**src/rtl/iopci_defs.vh**
```
// Constants for the I/O port, comparator and interrupt block.
// Assumes inclusion by the port module of the block; definitions only.
`ifndef IOPCI_DEFS_VH
`define IOPCI_DEFS_VH

// Register indices on the plain register port
`define IOPCI_A_GRP_DATA   4'h0
`define IOPCI_A_BIT_DATA   4'h1
`define IOPCI_A_BIT_DIR    4'h2
`define IOPCI_A_CTRL       4'h3
`define IOPCI_A_IN_DATA    4'h4
`define IOPCI_A_IRQ_STAT   4'h5
`define IOPCI_A_IRQ_MASK   4'h6
`define IOPCI_A_PAD_STATE  4'h7

// Control register fields
`define IOPCI_C_GRP_OUT    0
`define IOPCI_C_OPEN_DRAIN 1
`define IOPCI_C_ANALOG     2

// Reset values
`define IOPCI_RST_CTRL     8'h00
`define IOPCI_RST_BIT_DIR  8'hFF
`define IOPCI_RST_BYTE     8'h00

// Interrupt request bit positions
`define IOPCI_IRQ_0        0
`define IOPCI_IRQ_1        1
`define IOPCI_IRQ_2        2
`define IOPCI_IRQ_3        3
`define IOPCI_IRQ_W        4

// Fill cycles of synchroniser and edge history after reset
`define IOPCI_WARM_CYCLES  2'h3

`endif

```
**src/rtl/iopci_edge.v**
```verilog
// Edge detector producing one-cycle pulses from synchronised levels.
// Assumes its input is already in the clk domain.
`timescale 1ns/1ps
`default_nettype none
module iopci_edge #(
  parameter WIDTH = 1
) (
  input  wire             clk,
  input  wire             reset,
  input  wire [WIDTH-1:0] level,
  output wire [WIDTH-1:0] rise,
  output wire [WIDTH-1:0] fall
);

  reg [WIDTH-1:0] prev_r;

  // Previous sample of each level
  always @(posedge clk or posedge reset) begin
    if (reset) begin
      prev_r <= {WIDTH{1'b0}};
    end else begin
      prev_r <= level;
    end
  end

  assign rise = level & ~prev_r;
  assign fall = ~level & prev_r;

endmodule // iopci_edge
`default_nettype wire

```
**src/rtl/iopci_ports.v**
```verilog
// I/O port logic: grouped port, bitwise port, input-only port,
// comparators and edge interrupt requests, with a register port.
// Assumes pad wires are resolved outside; comparators are analog macros
// whose outputs and power control are ports of this block.
// Limits: stop-mode entry, power-on sequencing and pad electrical
// behaviour are outside this block; the keeper is modelled only
// as the value read back, not as a drive onto the pad.
`timescale 1ns/1ps
`default_nettype none
`include "iopci_defs.vh"
module iopci_ports #(
  parameter GRP_W = 3,
  parameter BIT_W = 8,
  parameter IN_W  = 3
) (
  input  wire             clk,
  input  wire             reset,
  input  wire [3:0]       regAddr,
  input  wire [7:0]       regWrData,
  input  wire             regWrite,
  input  wire             regRead,
  output reg  [7:0]       regRdData,
  input  wire [GRP_W-1:0] groupDirPortIn,
  output wire [GRP_W-1:0] groupDirPortOut,
  output wire [GRP_W-1:0] groupDirPortOe,
  input  wire [BIT_W-1:0] bitwiseDirPortIn,
  output wire [BIT_W-1:0] bitwiseDirPortOut,
  output wire [BIT_W-1:0] bitwiseDirPortOe,
  input  wire [IN_W-1:0]  inputOnlyPortIn,
  input  wire             cmp1Out,
  input  wire             cmp2Out,
  output wire             cmpPowerOn,
  output wire             analogSelect,
  input  wire             stopMode,
  output wire [`IOPCI_IRQ_W-1:0] externalIrqRequests,
  output wire             timerInput,
  output wire             irq
);

  ////////////////////////////////////////////////////////////////////////
  // Software registers
  // Register map, one byte per index:
  //   0  group data; reads return the synchronised pad levels
  //   1  bitwise data; reads return the synchronised pad levels
  //   2  bitwise direction, a one makes the line an input
  //   3  control: group output, open drain, analog enable
  //   4  input-only levels after the analog selection
  //   5  request flags, write a one to clear a flag
  //   6  request mask for the interrupt output
  //   7  comparator power and synchronised comparator outputs
  // Other indices read as zero and ignore writes.
  // Data registers reset to zero and every bitwise line to input,
  // so nothing is driven until software has set a direction.

  reg [GRP_W-1:0]        grpData_r;
  reg [BIT_W-1:0]        bitData_r;
  reg [BIT_W-1:0]        bitDir_r;
  reg [7:0]              ctrl_r;
  reg [`IOPCI_IRQ_W-1:0] irqStat_r;
  reg [`IOPCI_IRQ_W-1:0] irqMask_r;
  reg [GRP_W-1:0]        grpKeep_r;
  reg [BIT_W-1:0]        bitKeep_r;
  reg [`IOPCI_IRQ_W-1:0] irqStat_nxt;

  wire grpOut    = ctrl_r[`IOPCI_C_GRP_OUT];
  wire openDrain = ctrl_r[`IOPCI_C_OPEN_DRAIN];
  wire analogEn  = ctrl_r[`IOPCI_C_ANALOG];

  // Address match helper used by every register write
  function wrHit;
    input       wr;
    input [3:0] addr;
    input [3:0] idx;
    begin
      wrHit = wr & (addr == idx);
    end
  endfunction

  // Writes take effect at the edge that samples the strobe; the
  // slave never stalls, so back-to-back writes are fine.
  // Register writes
  always @(posedge clk or posedge reset) begin
    if (reset) begin
      grpData_r <= {GRP_W{1'b0}};
      bitData_r <= {BIT_W{1'b0}};
      bitDir_r  <= {BIT_W{1'b1}};
      ctrl_r    <= `IOPCI_RST_CTRL;
      irqMask_r <= {`IOPCI_IRQ_W{1'b0}};
    end else begin
      if (wrHit(regWrite, regAddr, `IOPCI_A_GRP_DATA))
        grpData_r <= regWrData[GRP_W-1:0];
      if (wrHit(regWrite, regAddr, `IOPCI_A_BIT_DATA))
        bitData_r <= regWrData[BIT_W-1:0];
      if (wrHit(regWrite, regAddr, `IOPCI_A_BIT_DIR))
        bitDir_r <= regWrData[BIT_W-1:0];
      if (wrHit(regWrite, regAddr, `IOPCI_A_CTRL))
        ctrl_r <= regWrData;
      if (wrHit(regWrite, regAddr, `IOPCI_A_IRQ_MASK))
        irqMask_r <= regWrData[`IOPCI_IRQ_W-1:0];
    end
  end

  ////////////////////////////////////////////////////////////////////////
  // Output drivers
  // Data registers feed the pads directly; the enables decide who
  // drives. Software should load data before turning a line to
  // output, else the old data value appears on the pin first.

  assign groupDirPortOut = grpData_r;
  assign groupDirPortOe  = {GRP_W{grpOut}};

  assign bitwiseDirPortOut = bitData_r;
  assign bitwiseDirPortOe  = ~bitDir_r & (openDrain ? ~bitData_r
                                                    : {BIT_W{1'b1}});
  // In open-drain mode a one releases the line; the level read back
  // is then whatever the external pull or driver makes of it.

  ////////////////////////////////////////////////////////////////////////
  // Input synchronisation
  // Pads and comparator outputs change with no regard to clk. Two
  // flops in a row give a metastable first stage a full cycle to
  // settle; nothing but the second stage reads the first.

  wire [GRP_W-1:0] grpSync;
  wire [BIT_W-1:0] bitSync;
  wire [IN_W-1:0]  inSync;
  wire [1:0]       cmpSync;

  iopci_sync #(.WIDTH(GRP_W + BIT_W + IN_W + 2)) uSync (
    .clk     (clk),
    .reset   (reset),
    .asyncIn ({groupDirPortIn, bitwiseDirPortIn, inputOnlyPortIn,
               cmp2Out, cmp1Out}),
    .syncOut ({grpSync, bitSync, inSync, cmpSync})
  );

  // The keeper copies the last synchronised level of every pad of
  // the two bidirectional ports; a line left undriven reads back
  // the level last seen on it. Input-only lines have no keeper.
  // Keepers follow any driven level
  always @(posedge clk or posedge reset) begin
    if (reset) begin
      grpKeep_r <= {GRP_W{1'b0}};
      bitKeep_r <= {BIT_W{1'b0}};
    end else begin
      grpKeep_r <= grpSync;
      bitKeep_r <= bitSync;
    end
  end

  ////////////////////////////////////////////////////////////////////////
  // Comparators and input-only port
  // The analog select switches the three input-only pads to the
  // comparators: line 0 and line 1 are the non-inverting inputs
  // and line 2 the common reference. Power is removed whenever
  // the core stops; the block reads their outputs again from the
  // first cycle that power returns, with no settling hold-off.

  assign cmpPowerOn   = analogEn & ~stopMode;
  assign analogSelect = analogEn;

  // Reference on top line; outputs replace data
  // Reference line digital when comparators are off
  wire [IN_W-1:0] inLevel = analogEn ? {inSync[2], cmpSync[1], cmpSync[0]}
                                     : inSync;

  // The timer sees the same synchronised level as the port data
  // Timer input from bit 0 of the selected level, comparator 1 in analog
  assign timerInput = inLevel[0];

  wire [IN_W-1:0] inRise;
  wire [IN_W-1:0] inFall;

  // Edge history of the selected levels, one cycle per edge
  iopci_edge #(.WIDTH(IN_W)) uEdge (
    .clk   (clk),
    .reset (reset),
    .level (inLevel),
    .rise  (inRise),
    .fall  (inFall)
  );

  ////////////////////////////////////////////////////////////////////////
  // Edge qualification after reset

  // Synchronisers and edge history reset to zero, so a pad that is
  // high at reset would look like a rising edge once the pipeline
  // fills. Edges are ignored until both synchroniser stages and the
  // edge history hold real pad levels.
  reg  [1:0] warmCnt_r;
  wire       edgesLive = (warmCnt_r == `IOPCI_WARM_CYCLES);

  always @(posedge clk or posedge reset) begin
    if (reset) begin
      warmCnt_r <= 2'h0;
    end else if (!edgesLive) begin
      warmCnt_r <= warmCnt_r + 2'h1;
    end
  end

  ////////////////////////////////////////////////////////////////////////
  // Interrupt request flags

  // Request flag layout:
  //   digital: 0 line 0 falls, 1 line 2 falls,
  //            2 line 1 falls, 3 line 1 rises
  //   analog:  0 comparator 1 falls, 2 comparator 2 either edge,
  //            3 comparator 2 rises, 1 never set
  // The source of every flag changes with the analog select, so a
  // level step at the switch may look like an edge; software clears
  // all four flags after switching.

  reg [`IOPCI_IRQ_W-1:0] irqEvent;

  // Comparator 2 both edges, comparator 1 falling
  always @* begin
    irqEvent = {`IOPCI_IRQ_W{1'b0}};
    irqEvent[`IOPCI_IRQ_0] = inFall[0];
    irqEvent[`IOPCI_IRQ_2] = inFall[1];
    irqEvent[`IOPCI_IRQ_3] = inRise[1];
    if (analogEn) begin
      irqEvent[`IOPCI_IRQ_2] = inFall[1] | inRise[1];
      irqEvent[`IOPCI_IRQ_1] = 1'b0;
    end else begin
      // Reference line as its own request
      irqEvent[`IOPCI_IRQ_1] = inFall[2];
    end
    if (!edgesLive) begin
      irqEvent = {`IOPCI_IRQ_W{1'b0}};
    end
  end

  // Event set wins over write-one clear
  always @* begin
    irqStat_nxt = irqStat_r;
    if (wrHit(regWrite, regAddr, `IOPCI_A_IRQ_STAT))
      irqStat_nxt = irqStat_r & ~regWrData[`IOPCI_IRQ_W-1:0];
    irqStat_nxt = irqStat_nxt | irqEvent;
  end

  always @(posedge clk or posedge reset) begin
    if (reset) begin
      irqStat_r <= {`IOPCI_IRQ_W{1'b0}};
    end else begin
      irqStat_r <= irqStat_nxt;
    end
  end

  assign externalIrqRequests = irqStat_r;
  assign irq = |(irqStat_r & irqMask_r);

  ////////////////////////////////////////////////////////////////////////
  // Register read port

  // Outside the answer cycle the read data are zero, so a master
  // that samples a cycle late sees zero rather than stale data.
  // Read data stand one cycle after the strobe
  always @(posedge clk or posedge reset) begin
    if (reset) begin
      regRdData <= `IOPCI_RST_BYTE;
    end else if (regRead) begin
      case (regAddr)
        `IOPCI_A_GRP_DATA:  regRdData <= {5'h00, grpKeep_r};
        `IOPCI_A_BIT_DATA:  regRdData <= bitKeep_r;
        `IOPCI_A_BIT_DIR:   regRdData <= bitDir_r;
        `IOPCI_A_CTRL:      regRdData <= ctrl_r;
        `IOPCI_A_IN_DATA:   regRdData <= {5'h00, inLevel};
        `IOPCI_A_IRQ_STAT:  regRdData <= {4'h0, irqStat_r};
        `IOPCI_A_IRQ_MASK:  regRdData <= {4'h0, irqMask_r};
        `IOPCI_A_PAD_STATE: regRdData <= {5'h00, cmpPowerOn, cmpSync};
        default:            regRdData <= `IOPCI_RST_BYTE;
      endcase
    end else begin
      regRdData <= `IOPCI_RST_BYTE;
    end
  end

endmodule // iopci_ports
`default_nettype wire

```
**src/rtl/iopci_sync.v**
```verilog
// Two-stage synchroniser for a vector of asynchronous levels.
// Assumes the inputs are pins or analog comparator outputs.
`timescale 1ns/1ps
`default_nettype none
module iopci_sync #(
  parameter WIDTH = 1
) (
  input  wire             clk,
  input  wire             reset,
  input  wire [WIDTH-1:0] asyncIn,
  output reg  [WIDTH-1:0] syncOut
);

  reg [WIDTH-1:0] meta_r;

  // First stage is read only by the second stage
  always @(posedge clk or posedge reset) begin
    if (reset) begin
      meta_r  <= {WIDTH{1'b0}};
      syncOut <= {WIDTH{1'b0}};
    end else begin
      meta_r  <= asyncIn;
      syncOut <= meta_r;
    end
  end

endmodule // iopci_sync
`default_nettype wire

```
**config.mk**
```make
export PLATFORM = sky130hd
export DESIGN_NAME = iopci_ports
export DESIGN_NICKNAME = d
export VERILOG_FILES = /design/src/rtl/iopci_edge.v /design/src/rtl/iopci_ports.v /design/src/rtl/iopci_sync.v
export VERILOG_INCLUDE_DIRS = /design/src /design/src/rtl
export SDC_FILE = /design/constraint.sdc
export NUM_CORES = 1
export LEC_CHECK = 0
export ABC_AREA = 1
export ABC_CLOCK_PERIOD_IN_PS = 3200
export BUFFER_PORTS_ARGS = -buffer_cell sky130_fd_sc_hd__buf_2
export CORE_ASPECT_RATIO = 0.8
export CORE_MARGIN = 10
export CORE_UTILIZATION = 54
export DETAILED_ROUTE_END_ITERATION = 10
export PLACE_DENSITY = 0.87
export SLEW_MARGIN = 20
export SYNTH_ARGS = -nofsm -noshare
export SYNTH_HDL_FRONTEND = slang
export SYNTH_SLANG_ARGS = --single-unit
```
**constraint.sdc**
```tcl
create_clock -name clk -period 3.2 [get_ports clk]
set_input_delay 0.16 -clock clk [delete_from_list [all_inputs] [get_ports clk]]
set_output_delay 0.16 -clock clk [all_outputs]
set_load 0.01 [all_outputs]
```
==> results of run 1 <==
-- final timing paths --
kind	start	depth (start not counted)	to	slack (ns)
max in group asynchronous	reset	4	bitDir_r[3]$_DFFE_PP1P_	1.92
worst max-delay path	ctrl_r[2]$_DFFE_PP0P_	8	externalIrqRequests[2]$_DFF_PP0_	1.69
min in group asynchronous	reset	3	bitwiseDirPortOut[6]$_DFFE_PP0P_	0.48
worst min register to register	uSync.meta_r[3]$_DFF_PP0_	0	uSync.syncOut[3]$_DFF_PP0_	0.35
worst max register to register	ctrl_r[2]$_DFFE_PP0P_	8	externalIrqRequests[2]$_DFF_PP0_	1.69
worst min-delay path	regRead	3	regRdData[7]$_DFF_PP0_	0.05
-- routing by layer --
layer / up-vias / share of wire
met5: - / 0
met4: 0 / 0.022
met3: 21 / 0.095
met2: 124 / 0.48
met1: 1256 / 0.41
li1: 1209 / -
-- report_power, final --
| group | switching (mW) | internal [mW] |
|---|---|---|
| combinational | 0.235 | 0.159 |
| clock | 0.431 | 0.381 |
| sequential | 0.103 | 1.28 |
-- layout make-up --
cell class,count,share of cell area
sequential,91,0.545
multi-input combinational,193,0.232
timing repair buffer,89,0.128
clock buffer,9,0.0295
tap,81,0.0241
clock inverter,7,0.0209
inverter,22,0.0203
antenna,1,0.000596
-- cells by family (layout without fill, tap and decap cells) --
group           count (synthesis)  after routing  share of synthesized area
buf+inv                        31            127                     0.0454
simple gates                  139            139                      0.181
compound gates                 49             49                     0.0878
other cells                     0              1                          0
mux                             1              1                    0.00329
flops                          91             91                      0.669
xor+xnor                        1              1                    0.00256
fa+ha+maj                       3              3                     0.0110
-- registers in the layout, summed over array words and instances, names as in the netlist, 4 cells and up --
signal,count
uSync.meta_r,16
irqMask_r,4
ctrl_r,8
bitDir_r,8
bitwiseDirPortOut,8
uSync.syncOut,16
bitKeep_r,8
externalIrqRequests,4
regRdData,8
-- cells in the final DEF, fill, tap and decap left out, types with 2 or more instances in the layout --
| cell | instances |
|---|---|
| buf_4 | 2 |
| o21ai_2 | 14 |
| inv_8 | 2 |
| o21ai_1 | 10 |
| inv_6 | 3 |
| dlygate4sd3_1 | 17 |
| nor2_1 | 13 |
| dfstp_2 | 8 |
| buf_2 | 70 |
| o21ai_0 | 13 |
| inv_2 | 2 |
| nand2_2 | 2 |
| clkbuf_8 | 9 |
| nand3_1 | 34 |
| nor2_2 | 3 |
| a21oi_1 | 11 |
| ha_1 | 3 |
| inv_1 | 19 |
| nor3_4 | 2 |
| dfrtp_1 | 83 |
| nand2_1 | 82 |
-- repair_timing --
item | in CTS | in global routing
hold buffers | 16 | 1
gates resized for setup | 0 | 0
endpoints found under the hold margin | 16 | 15
-- worst min-delay path: cells and delay by family --
kind / cells / cell delay [ns]
buffers and inverters: 2 / 0.16
and+or+nand+nor: 1 / 0.06
-- per-stage QoR --
| stage | setup WS (ns) | utilization | hold WS (ns) | power [mW] | area (µm²) |
|---|---|---|---|---|---|
| floorplan | 0.690 | - | 0.191 | 1.60 | 3420 |
| global placement | 1.67 | 0.632 | 0.267 | 1.76 | 3810 |
| detailed placement | 1.55 | 0.632 | 0.269 | 1.78 | 3810 |
| CTS | 1.69 | 0.693 | 0.0427 | 2.60 | 4190 |
| global route | 1.61 | 0.696 | 0.0544 | 2.72 | 4200 |
| finish | 1.69 | 0.696 | 0.0451 | 2.59 | 4200 |
==> results.sh, run 1 <==
export IMPL_startpoint_type="register"
export IMPL_rsz0062_at_grt="false"
export IMPL_overflow=0
export IMPL_ant_nets=0
export IMPL_via_per_inst=5.29
export IMPL_slowest_stage="dfrtp_1"
export IMPL_wirelength_um=8150
export IMPL_grt_use_met1=0.207
export IMPL_worst_pin_slew_ns=0.850
export IMPL_ys_seq_elements=91
export IMPL_core_um2=6040
export IMPL_cpMostUsedCell="nand2_1"
export IMPL_clock_skew_ns=0.0120
export IMPL_antenna_found_initial=1
export IMPL_syn_area_per_cell_um2=10.9
export IMPL_crit_required_ns=3.44
export IMPL_synth_cells=315
export IMPL_vias=2610
export IMPL_place_congestion=0.940
export IMPL_post_cts_buffers=0
export IMPL_synth_most_common_cell="dfrtp_1"
export IMPL_irDropWorstVdd_mv=0.487
export IMPL_clk_insertion_delay_late_ns=0.36
export IMPL_syn_area_um2=3420
export IMPL_portBuffers=70
export IMPL_slew_violations=0
export IMPL_hold_path_class="in -> reg"
export IMPL_ios=71
export IMPL_grt_max_degree=66
export IMPL_yosys_top_cells_count="83 x dfrtp_1, 82 x nand2_1, 34 x nand3_1"
export IMPL_hold_violations=0
export IMPL_grt_pass1_vias=2618
export IMPL_crit_path_end_kind="register"
export IMPL_area_growth_pct=22.8
export IMPL_power_leakage_nw=2.12
export IMPL_crit_chain="inv_1, nand2_1, nand2_1, inv_1, ha_1, nand2_1, o211ai_1, nand2_1"
export IMPL_drt_iter0_drc=173
export IMPL_grtUsageMet2=0.270
export IMPL_final_setup_viol_count=0
export IMPL_register_area_um2=2290
export IMPL_synthesis_nets=351
export IMPL_cts_inserted_buffers=9
export IMPL_die_area_um2=9930
export IMPL_cts_tree="done"
export IMPL_relSlewSlack=0.431
export IMPL_cpPeakStageDelay_ns=0.49
export IMPL_yosysWarnings=0
export IMPL_min_period_ns=1.51
export IMPL_die_w_um=109
export IMPL_gr_usage_met3=0.0685
export IMPL_yosys_cell_types_count=25
export IMPL_htree_num_levels=3
export IMPL_critical_path_class="reg -> reg"
export IMPL_grt_pass1_wl_um=13200
export IMPL_start_util=0.566
export IMPL_firstDrtPassIters=5
export IMPL_setup_tns_ns=0
export IMPL_status="finished, final reports clean"
export IMPL_clkTransAtPathRegs_ns=0.09
export IMPL_synth_main_ff_cell="dfrtp_1"
export IMPL_placed_cells=459
export IMPL_critPathBufInv=2
export IMPL_cts_path_max_buffers=2
export IMPL_synth_area_top_cells="dfrtp_1 61%, nand2_1 9.0%, dfstp_2 6.1%"
export IMPL_p_per_area_nw_per_um2=617
export IMPL_fmax_mhz=660
export IMPL_yosys_area_top_type="dfrtp_1"
export IMPL_multi_input_area_um2=976
export IMPL_async_flop_share=1.00
export IMPL_drv_cap=0
export IMPL_path_max_fanout=8
export IMPL_globalRouteTotalUtil=0.171
export IMPL_cts_sinks=91
export IMPL_dp_hpwl_um=5760
export IMPL_clock_root_buffer="clkbuf_8"
export IMPL_synth_edf_count=0
export IMPL_n_fill_cell=439
export IMPL_period_share=0.473
export IMPL_drc_errors=0
export IMPL_cp_arrival_ns=1.76
export IMPL_row_count=25
export IMPL_synth_top_cell_area_share=0.608
export IMPL_num_nets_final=442
export IMPL_final_cell_count_no_fill=493
export IMPL_gr_max_usage_layer="met2"
export IMPL_die_h_um=91.2
export IMPL_crit_family="flip-flops"
export IMPL_avgRoutedWirePerCell_um=16.5
export IMPL_drive_gt1_frac=0.299
export IMPL_synth_seq_area_share=0.669
(Power assumes the default switching activity.)
==> inputs of run 2 (changes only) <==
Settings changed: ABC_AREA 1 to 0, ABC_CLOCK_PERIOD_IN_PS 3200 to 1400.
Clock period 3.2 ns to 1.4 ns, I/O delays scaled along.
==> results.sh, run 2 <==
export IMPL_status="finished, final reports clean"
export IMPL_dp_slack_ns=0.0285
export IMPL_synth_cells=233
export IMPL_min_period_ns=1.38
export IMPL_grt_max_degree=92
export IMPL_layout_setup_ws_ns=0.0192
export IMPL_antenna_found_initial=0
export IMPL_ys_seq_elements=91
export IMPL_via_per_inst=5.29
export IMPL_cts_path_max_buffers=2
export IMPL_ant_nets=0
export IMPL_place_congestion=0.932
export IMPL_htree_num_levels=3
export IMPL_synth_top_cell_area_share=0.590
export IMPL_core_um2=6380
export IMPL_clk_insertion_delay_late_ns=0.36
export IMPL_yosysWarnings=0
export IMPL_cts_sinks=91
export IMPL_vias=2233
export IMPL_die_w_um=110
export IMPL_synth_seq_area_share=0.649
export IMPL_startpoint_type="register"
export IMPL_dp_hpwl_um=5500
export IMPL_final_cell_mix="82 x dfrtp_1, 70 x buf_2, 27 x mux2_2"
export IMPL_power_leakage_nw=2.06
export IMPL_n_fill_cell=449
export IMPL_wirelength_um=7880
export IMPL_drive_gt1_frac=0.473
export IMPL_multi_input_area_um2=1150
export IMPL_cts_inserted_buffers=9
export IMPL_drt_iter0_drc=172
export IMPL_synthesis_nets=269
export IMPL_clkTransAtPathRegs_ns=0.09
export IMPL_period_share=0.986
export IMPL_cts_tree="done"
export IMPL_fmax_mhz=724
export IMPL_synth_most_common_cell="dfrtp_1"
export IMPL_avgRoutedWirePerCell_um=18.7
export IMPL_yosys_area_top_type="dfrtp_1"
export IMPL_crit_path_end_kind="register"
export IMPL_slew_violations=0
export IMPL_hold_violations=0
export IMPL_cp_arrival_ns=1.62
export IMPL_grt_pass1_vias=2422
export IMPL_firstDrtPassIters=4
export IMPL_diodes=0
export IMPL_area_growth_pct=25.3
export IMPL_async_flop_share=1.00
export IMPL_register_area_um2=2290
export IMPL_die_h_um=92.2
export IMPL_start_util=0.552
export IMPL_ios=71
export IMPL_drc_errors=0
export IMPL_overflow=0
export IMPL_syn_area_um2=3520
export IMPL_layout_commonest_cell="dfrtp_1"
export IMPL_drv_cap=0
export IMPL_synth_edf_count=0
export IMPL_yosys_top_cells_count="83 x dfrtp_1, 28 x mux2_2, 13 x mux2_4"
export IMPL_globalRouteTotalUtil=0.166
export IMPL_crit_required_ns=1.63
export IMPL_synth_main_ff_cell="dfrtp_1"
export IMPL_relSlewSlack=0.689
export IMPL_row_count=26
export IMPL_irDropWorstVdd_mv=0.973
export IMPL_utilization=0.692
export IMPL_worst_pin_slew_ns=0.466
export IMPL_syn_area_per_cell_um2=15.1
export IMPL_top_regs="uSync.meta_r (16), uSync.syncOut (16)"
export IMPL_synth_area_top_cells="dfrtp_1 59%, mux2_2 9.0%, dfstp_2 6.0%"
export IMPL_clock_skew_ns=0.00731
export IMPL_die_area_um2=10200
export IMPL_portBuffers=70
export IMPL_critical_path_class="reg -> reg"
export IMPL_hold_path_class="in -> reg"
export IMPL_path_max_fanout=5
export IMPL_grt_pass1_wl_um=12800
export IMPL_rsz0062_at_grt="true"
export IMPL_clock_root_buffer="clkbuf_8"
export IMPL_yosys_cell_types_count=37
export IMPL_final_setup_viol_count=0
export IMPL_num_nets_final=369
export IMPL_p_per_area_nw_per_um2=1380
## run 2: changes by cell type after synthesis, moves of 13 or more
cell     delta
nand2_1    -79
mux2_2     +27
nand3_1    -27
inv_1      -17
o21ai_2    -14
mux2_4     +13
## run 2: power by group
group	switching [mW]	leakage, nW	internal, mW
Sequential	0.210	1.06	2.96
Combinational	0.537	0.896	0.598
Clock	0.912	0.0979	0.847
## run 2: cell type report
class	count	share of cell area
clock buffer	10	0.0289
clock inverter	6	0.0164
inverter	3	0.00340
multi-input combinational	126	0.260
sequential	91	0.519
tap	84	0.0238
timing repair buffer	102	0.149
## run 2: cell families after synthesis
| logic type | synth area share |
|---|---|
| fa+ha+maj | 0.0107 |
| buf+inv | 0.0327 |
| flops | 0.649 |
| xor+xnor | 0.00249 |
| compound gates | 0.0629 |
| mux | 0.145 |
| simple gates | 0.0970 |
## run 2: worst paths after layout
| kind | startpoint | end | slack (ns) | cells after the start |
|---|---|---|---|---|
| max in group asynchronous | reset | ctrl_r[2]$_DFFE_PP0P_ | 0.64 | 4 |
| hold / removal | regRead | regRdData[4]$_DFF_PP0_ | 0.06 | 3 |
| min in group asynchronous | reset | uSync.meta_r[13]$_DFF_PP0_ | 0.37 | 4 |
| setup reg to reg | ctrl_r[2]$_DFFE_PP0P_ | regRdData[0]$_DFF_PP0_ | 0.02 | 3 |
| hold reg to reg | uSync.meta_r[8]$_DFF_PP0_ | uSync.syncOut[8]$_DFF_PP0_ | 0.35 | 0 |
| setup / recovery | ctrl_r[2]$_DFFE_PP0P_ | regRdData[0]$_DFF_PP0_ | 0.02 | 3 |
## run 2: through the flow
stage	power [mW]	cell area [µm²]	std cells	hold WS, ns	TNS [ns]
2_1_floorplan	3.85	3540	233	0.101	-0.00584
3_3_place_gp	4.23	3970	383	0.178	0
3_5_place_dp	4.28	3970	383	0.179	0
4_1_cts	6.10	4400	422	0.0468	0
5_1_grt	6.38	4410	422	0.0539	-0.0710
6_report	6.07	4410	422	0.0643	0
## run 2: per-layer routing
layer	wire (µm)	part of all wire	global-route usage
met1	3260	0.41	0.204
met2	3790	0.48	0.257
met3	684	0.087	0.0664
met4	142	0.018	0.0598
met5	0	0	0
## run 2: critical path, cell delays in order, from the launching register on
cell      delay, ns
dfrtp_2        0.46
mux2_4         0.33
a222oi_1       0.33
a31oi_1        0.13
## run 2: repair_timing
item / CTS / global route
pin swaps: 0 / 1
setup endpoints to repair: 2 / 4
endpoints found under the hold margin: 114 / 0
gates resized for setup: 1 / 3
setup buffers: 1 / 0
hold buffers: 22 / 0
==> inputs of run 3 (changes only) <==
Settings changed: ABC_CLOCK_PERIOD_IN_PS 1400 to 1500, RECOVER_POWER set to 100.
Clock period 1.4 ns to 1.5 ns, I/O delays scaled along.
==> results.sh, run 3 (synthesis results as in run 2) <==
export IMPL_slew_violations=0
export IMPL_fmax_mhz=702
export IMPL_drv_cap=0
export IMPL_setup_tns_ns=0
export IMPL_die_w_um=110
export IMPL_status="finished, final reports clean"
export IMPL_irDropWorstVdd_mv=0.808
export IMPL_startpoint_type="register"
export IMPL_row_count=26
export IMPL_rr_worst_depth=5
export IMPL_top_regs="uSync.meta_r (16), uSync.syncOut (16)"
export IMPL_cts_inserted_buffers=9
export IMPL_vias=2234
export IMPL_cp_depth=5
export IMPL_cpPeakStageDelay_ns=0.45
export IMPL_gr_max_usage_layer="met2"
export IMPL_grt_use_met1=0.201
export IMPL_path_max_fanout=4
export IMPL_num_nets_final=367
export IMPL_avgRoutedWirePerCell_um=18.4
export IMPL_portBuffers=70
export IMPL_slowest_stage="dfrtp_2"
export IMPL_wirelength_um=7740
export IMPL_period_share=0.950
export IMPL_die_area_um2=10200
export IMPL_r2r_slack_ns=0.08
export IMPL_start_util=0.552
export IMPL_ant_nets=0
export IMPL_ios=71
export IMPL_cp_arrival_ns=1.72
export IMPL_die_h_um=92.2
export IMPL_clock_skew_ns=0.0138
export IMPL_drive_gt1_frac=0.298
export IMPL_worst_pin_slew_ns=0.771
export IMPL_cts_path_max_buffers=2
export IMPL_place_congestion=0.934
export IMPL_final_setup_viol_count=0
export IMPL_critPathBufInv=1
export IMPL_core_um2=6380
export IMPL_hold_violations=0
export IMPL_globalRouteTotalUtil=0.163
export IMPL_crit_required_ns=1.80
export IMPL_grt_pass1_vias=2448
export IMPL_hold_worst_slack_ns=0.0146
export IMPL_area_growth_pct=20.2
export IMPL_cts_sinks=91
export IMPL_firstDrtPassIters=4
export IMPL_r2r_end="externalIrqRequests[2]$_DFF_PP0_"
export IMPL_crit_path_end_kind="register"
export IMPL_grt_pass1_wl_um=12700
export IMPL_worstReg2RegStart="ctrl_r[2]$_DFFE_PP0P_"
export IMPL_crit_family="flip-flops"
export IMPL_startpoint="ctrl_r[2]$_DFFE_PP0P_"
export IMPL_hold_path_class="in -> reg"
export IMPL_final_cell_mix="82 x dfrtp_1, 40 x clkbuf_1, 31 x buf_2"
export IMPL_overflow=0
export IMPL_drt_iter0_drc=111
export IMPL_clk_insertion_delay_late_ns=0.36
export IMPL_power_leakage_nw=1.89
export IMPL_rsz0062_at_grt="false"
export IMPL_relSlewSlack=0.486
export IMPL_grt_max_degree=92
export IMPL_critical_path_class="reg -> reg"
export IMPL_htree_num_levels=3
export IMPL_layout_commonest_cell="dfrtp_1"
export IMPL_placement_cell_area_um2=3960
export IMPL_diodes=0
export IMPL_via_per_inst=5.32
export IMPL_crit_chain="mux2_4, inv_1, ha_1, a21oi_2, a22o_1"
export IMPL_final_cell_area_um2=4240
export IMPL_min_period_ns=1.42
export IMPL_clock_root_buffer="clkbuf_8"
export IMPL_dp_hpwl_um=5510
export IMPL_gr_usage_met3=0.0587
export IMPL_p_per_area_nw_per_um2=1280
export IMPL_drc_errors=0
export IMPL_cts_tree="done"
export IMPL_antenna_found_initial=0
export IMPL_grtUsageMet2=0.252
export IMPL_cp_endpoint="externalIrqRequests[2]$_DFF_PP0_"
export IMPL_clkTransAtPathRegs_ns=0.09
==> run 3: cell types whose count changed in the layout (fill, tap and decap cells not counted), sizes merged <==
| cell | delta |
|---|---|
| buf | -42 |
| clkbuf | +42 |
| inv | -3 |
| clkinv | +2 |
| bufinv | -1 |
| clkinvlp | +1 |
| dlygate4sd3 | -1 |
==> run 3: stage by stage <==
step	util	cells	power, mW	setup WS (ns)
5_1_grt	0.664	420	5.67	0.0242
2_1_floorplan	-	233	3.58	0.0171
4_1_cts	0.683	420	5.55	0.0148
3_3_place_gp	0.621	383	3.94	0.0989
6_report	0.664	420	5.41	0.0752
3_5_place_dp	0.621	383	3.99	0.0441
==> run 3: final cells by class <==
class | count | area, µm²
Clock buffer | 11 | 151
Clock inverter | 5 | 37.5
Fill cell | 495 | 2140
Inverter | 3 | 15.0
Multi-Input combinational cell | 126 | 1060
Sequential cell | 91 | 2290
Tap cell | 84 | 105
Timing Repair Buffer | 100 | 577
==> run 3: what timing repair did <==
item                                   4_1_cts  5_1_grt
hold buffers                                21        0
setup buffers                                0        0
resized for setup                            0        3
setup endpoints to repair                    0        1
endpoints found under the hold margin      111        0
==> run 3: worst min path at each step <==
stage	from	end	slack, ns	cells after the start
2_1_floorplan	cmp1Out	uSync.meta_r[0]$_DFF_PP0_	0.11	0
3_3_place_gp	bitwiseDirPortIn[0]	uSync.meta_r[5]$_DFF_PP0_	0.18	1
3_5_place_dp	bitwiseDirPortIn[1]	uSync.meta_r[6]$_DFF_PP0_	0.18	1
4_1_cts	regWrData[3]	ctrl_r[3]$_DFFE_PP0P_	0.009	2
5_1_grt	regWrData[3]	ctrl_r[3]$_DFFE_PP0P_	0.009	2
6_report	regWrData[3]	ctrl_r[3]$_DFFE_PP0P_	0.01	2
==> run 3: routing by layer <==
| metal | vias to the layer above | wire length, µm |
|---|---|---|
| met3 | 18 | 646 |
| li1 | 1031 | - |
| met1 | 1112 | 3290 |
| met4 | 0 | 181 |
| met5 | - | 0 |
| met2 | 73 | 3620 |
==> run 3: where the power goes <==
| part | internal (mW) | leakage [nW] | switching, mW | total, mW |
|---|---|---|---|---|
| clock network | 0.694 | 0.0915 | 0.831 | 1.53 |
| logic | 0.443 | 0.737 | 0.486 | 0.929 |
| registers | 2.76 | 1.06 | 0.187 | 2.95 |
| total | 3.90 | 1.89 | 1.50 | 5.41 |
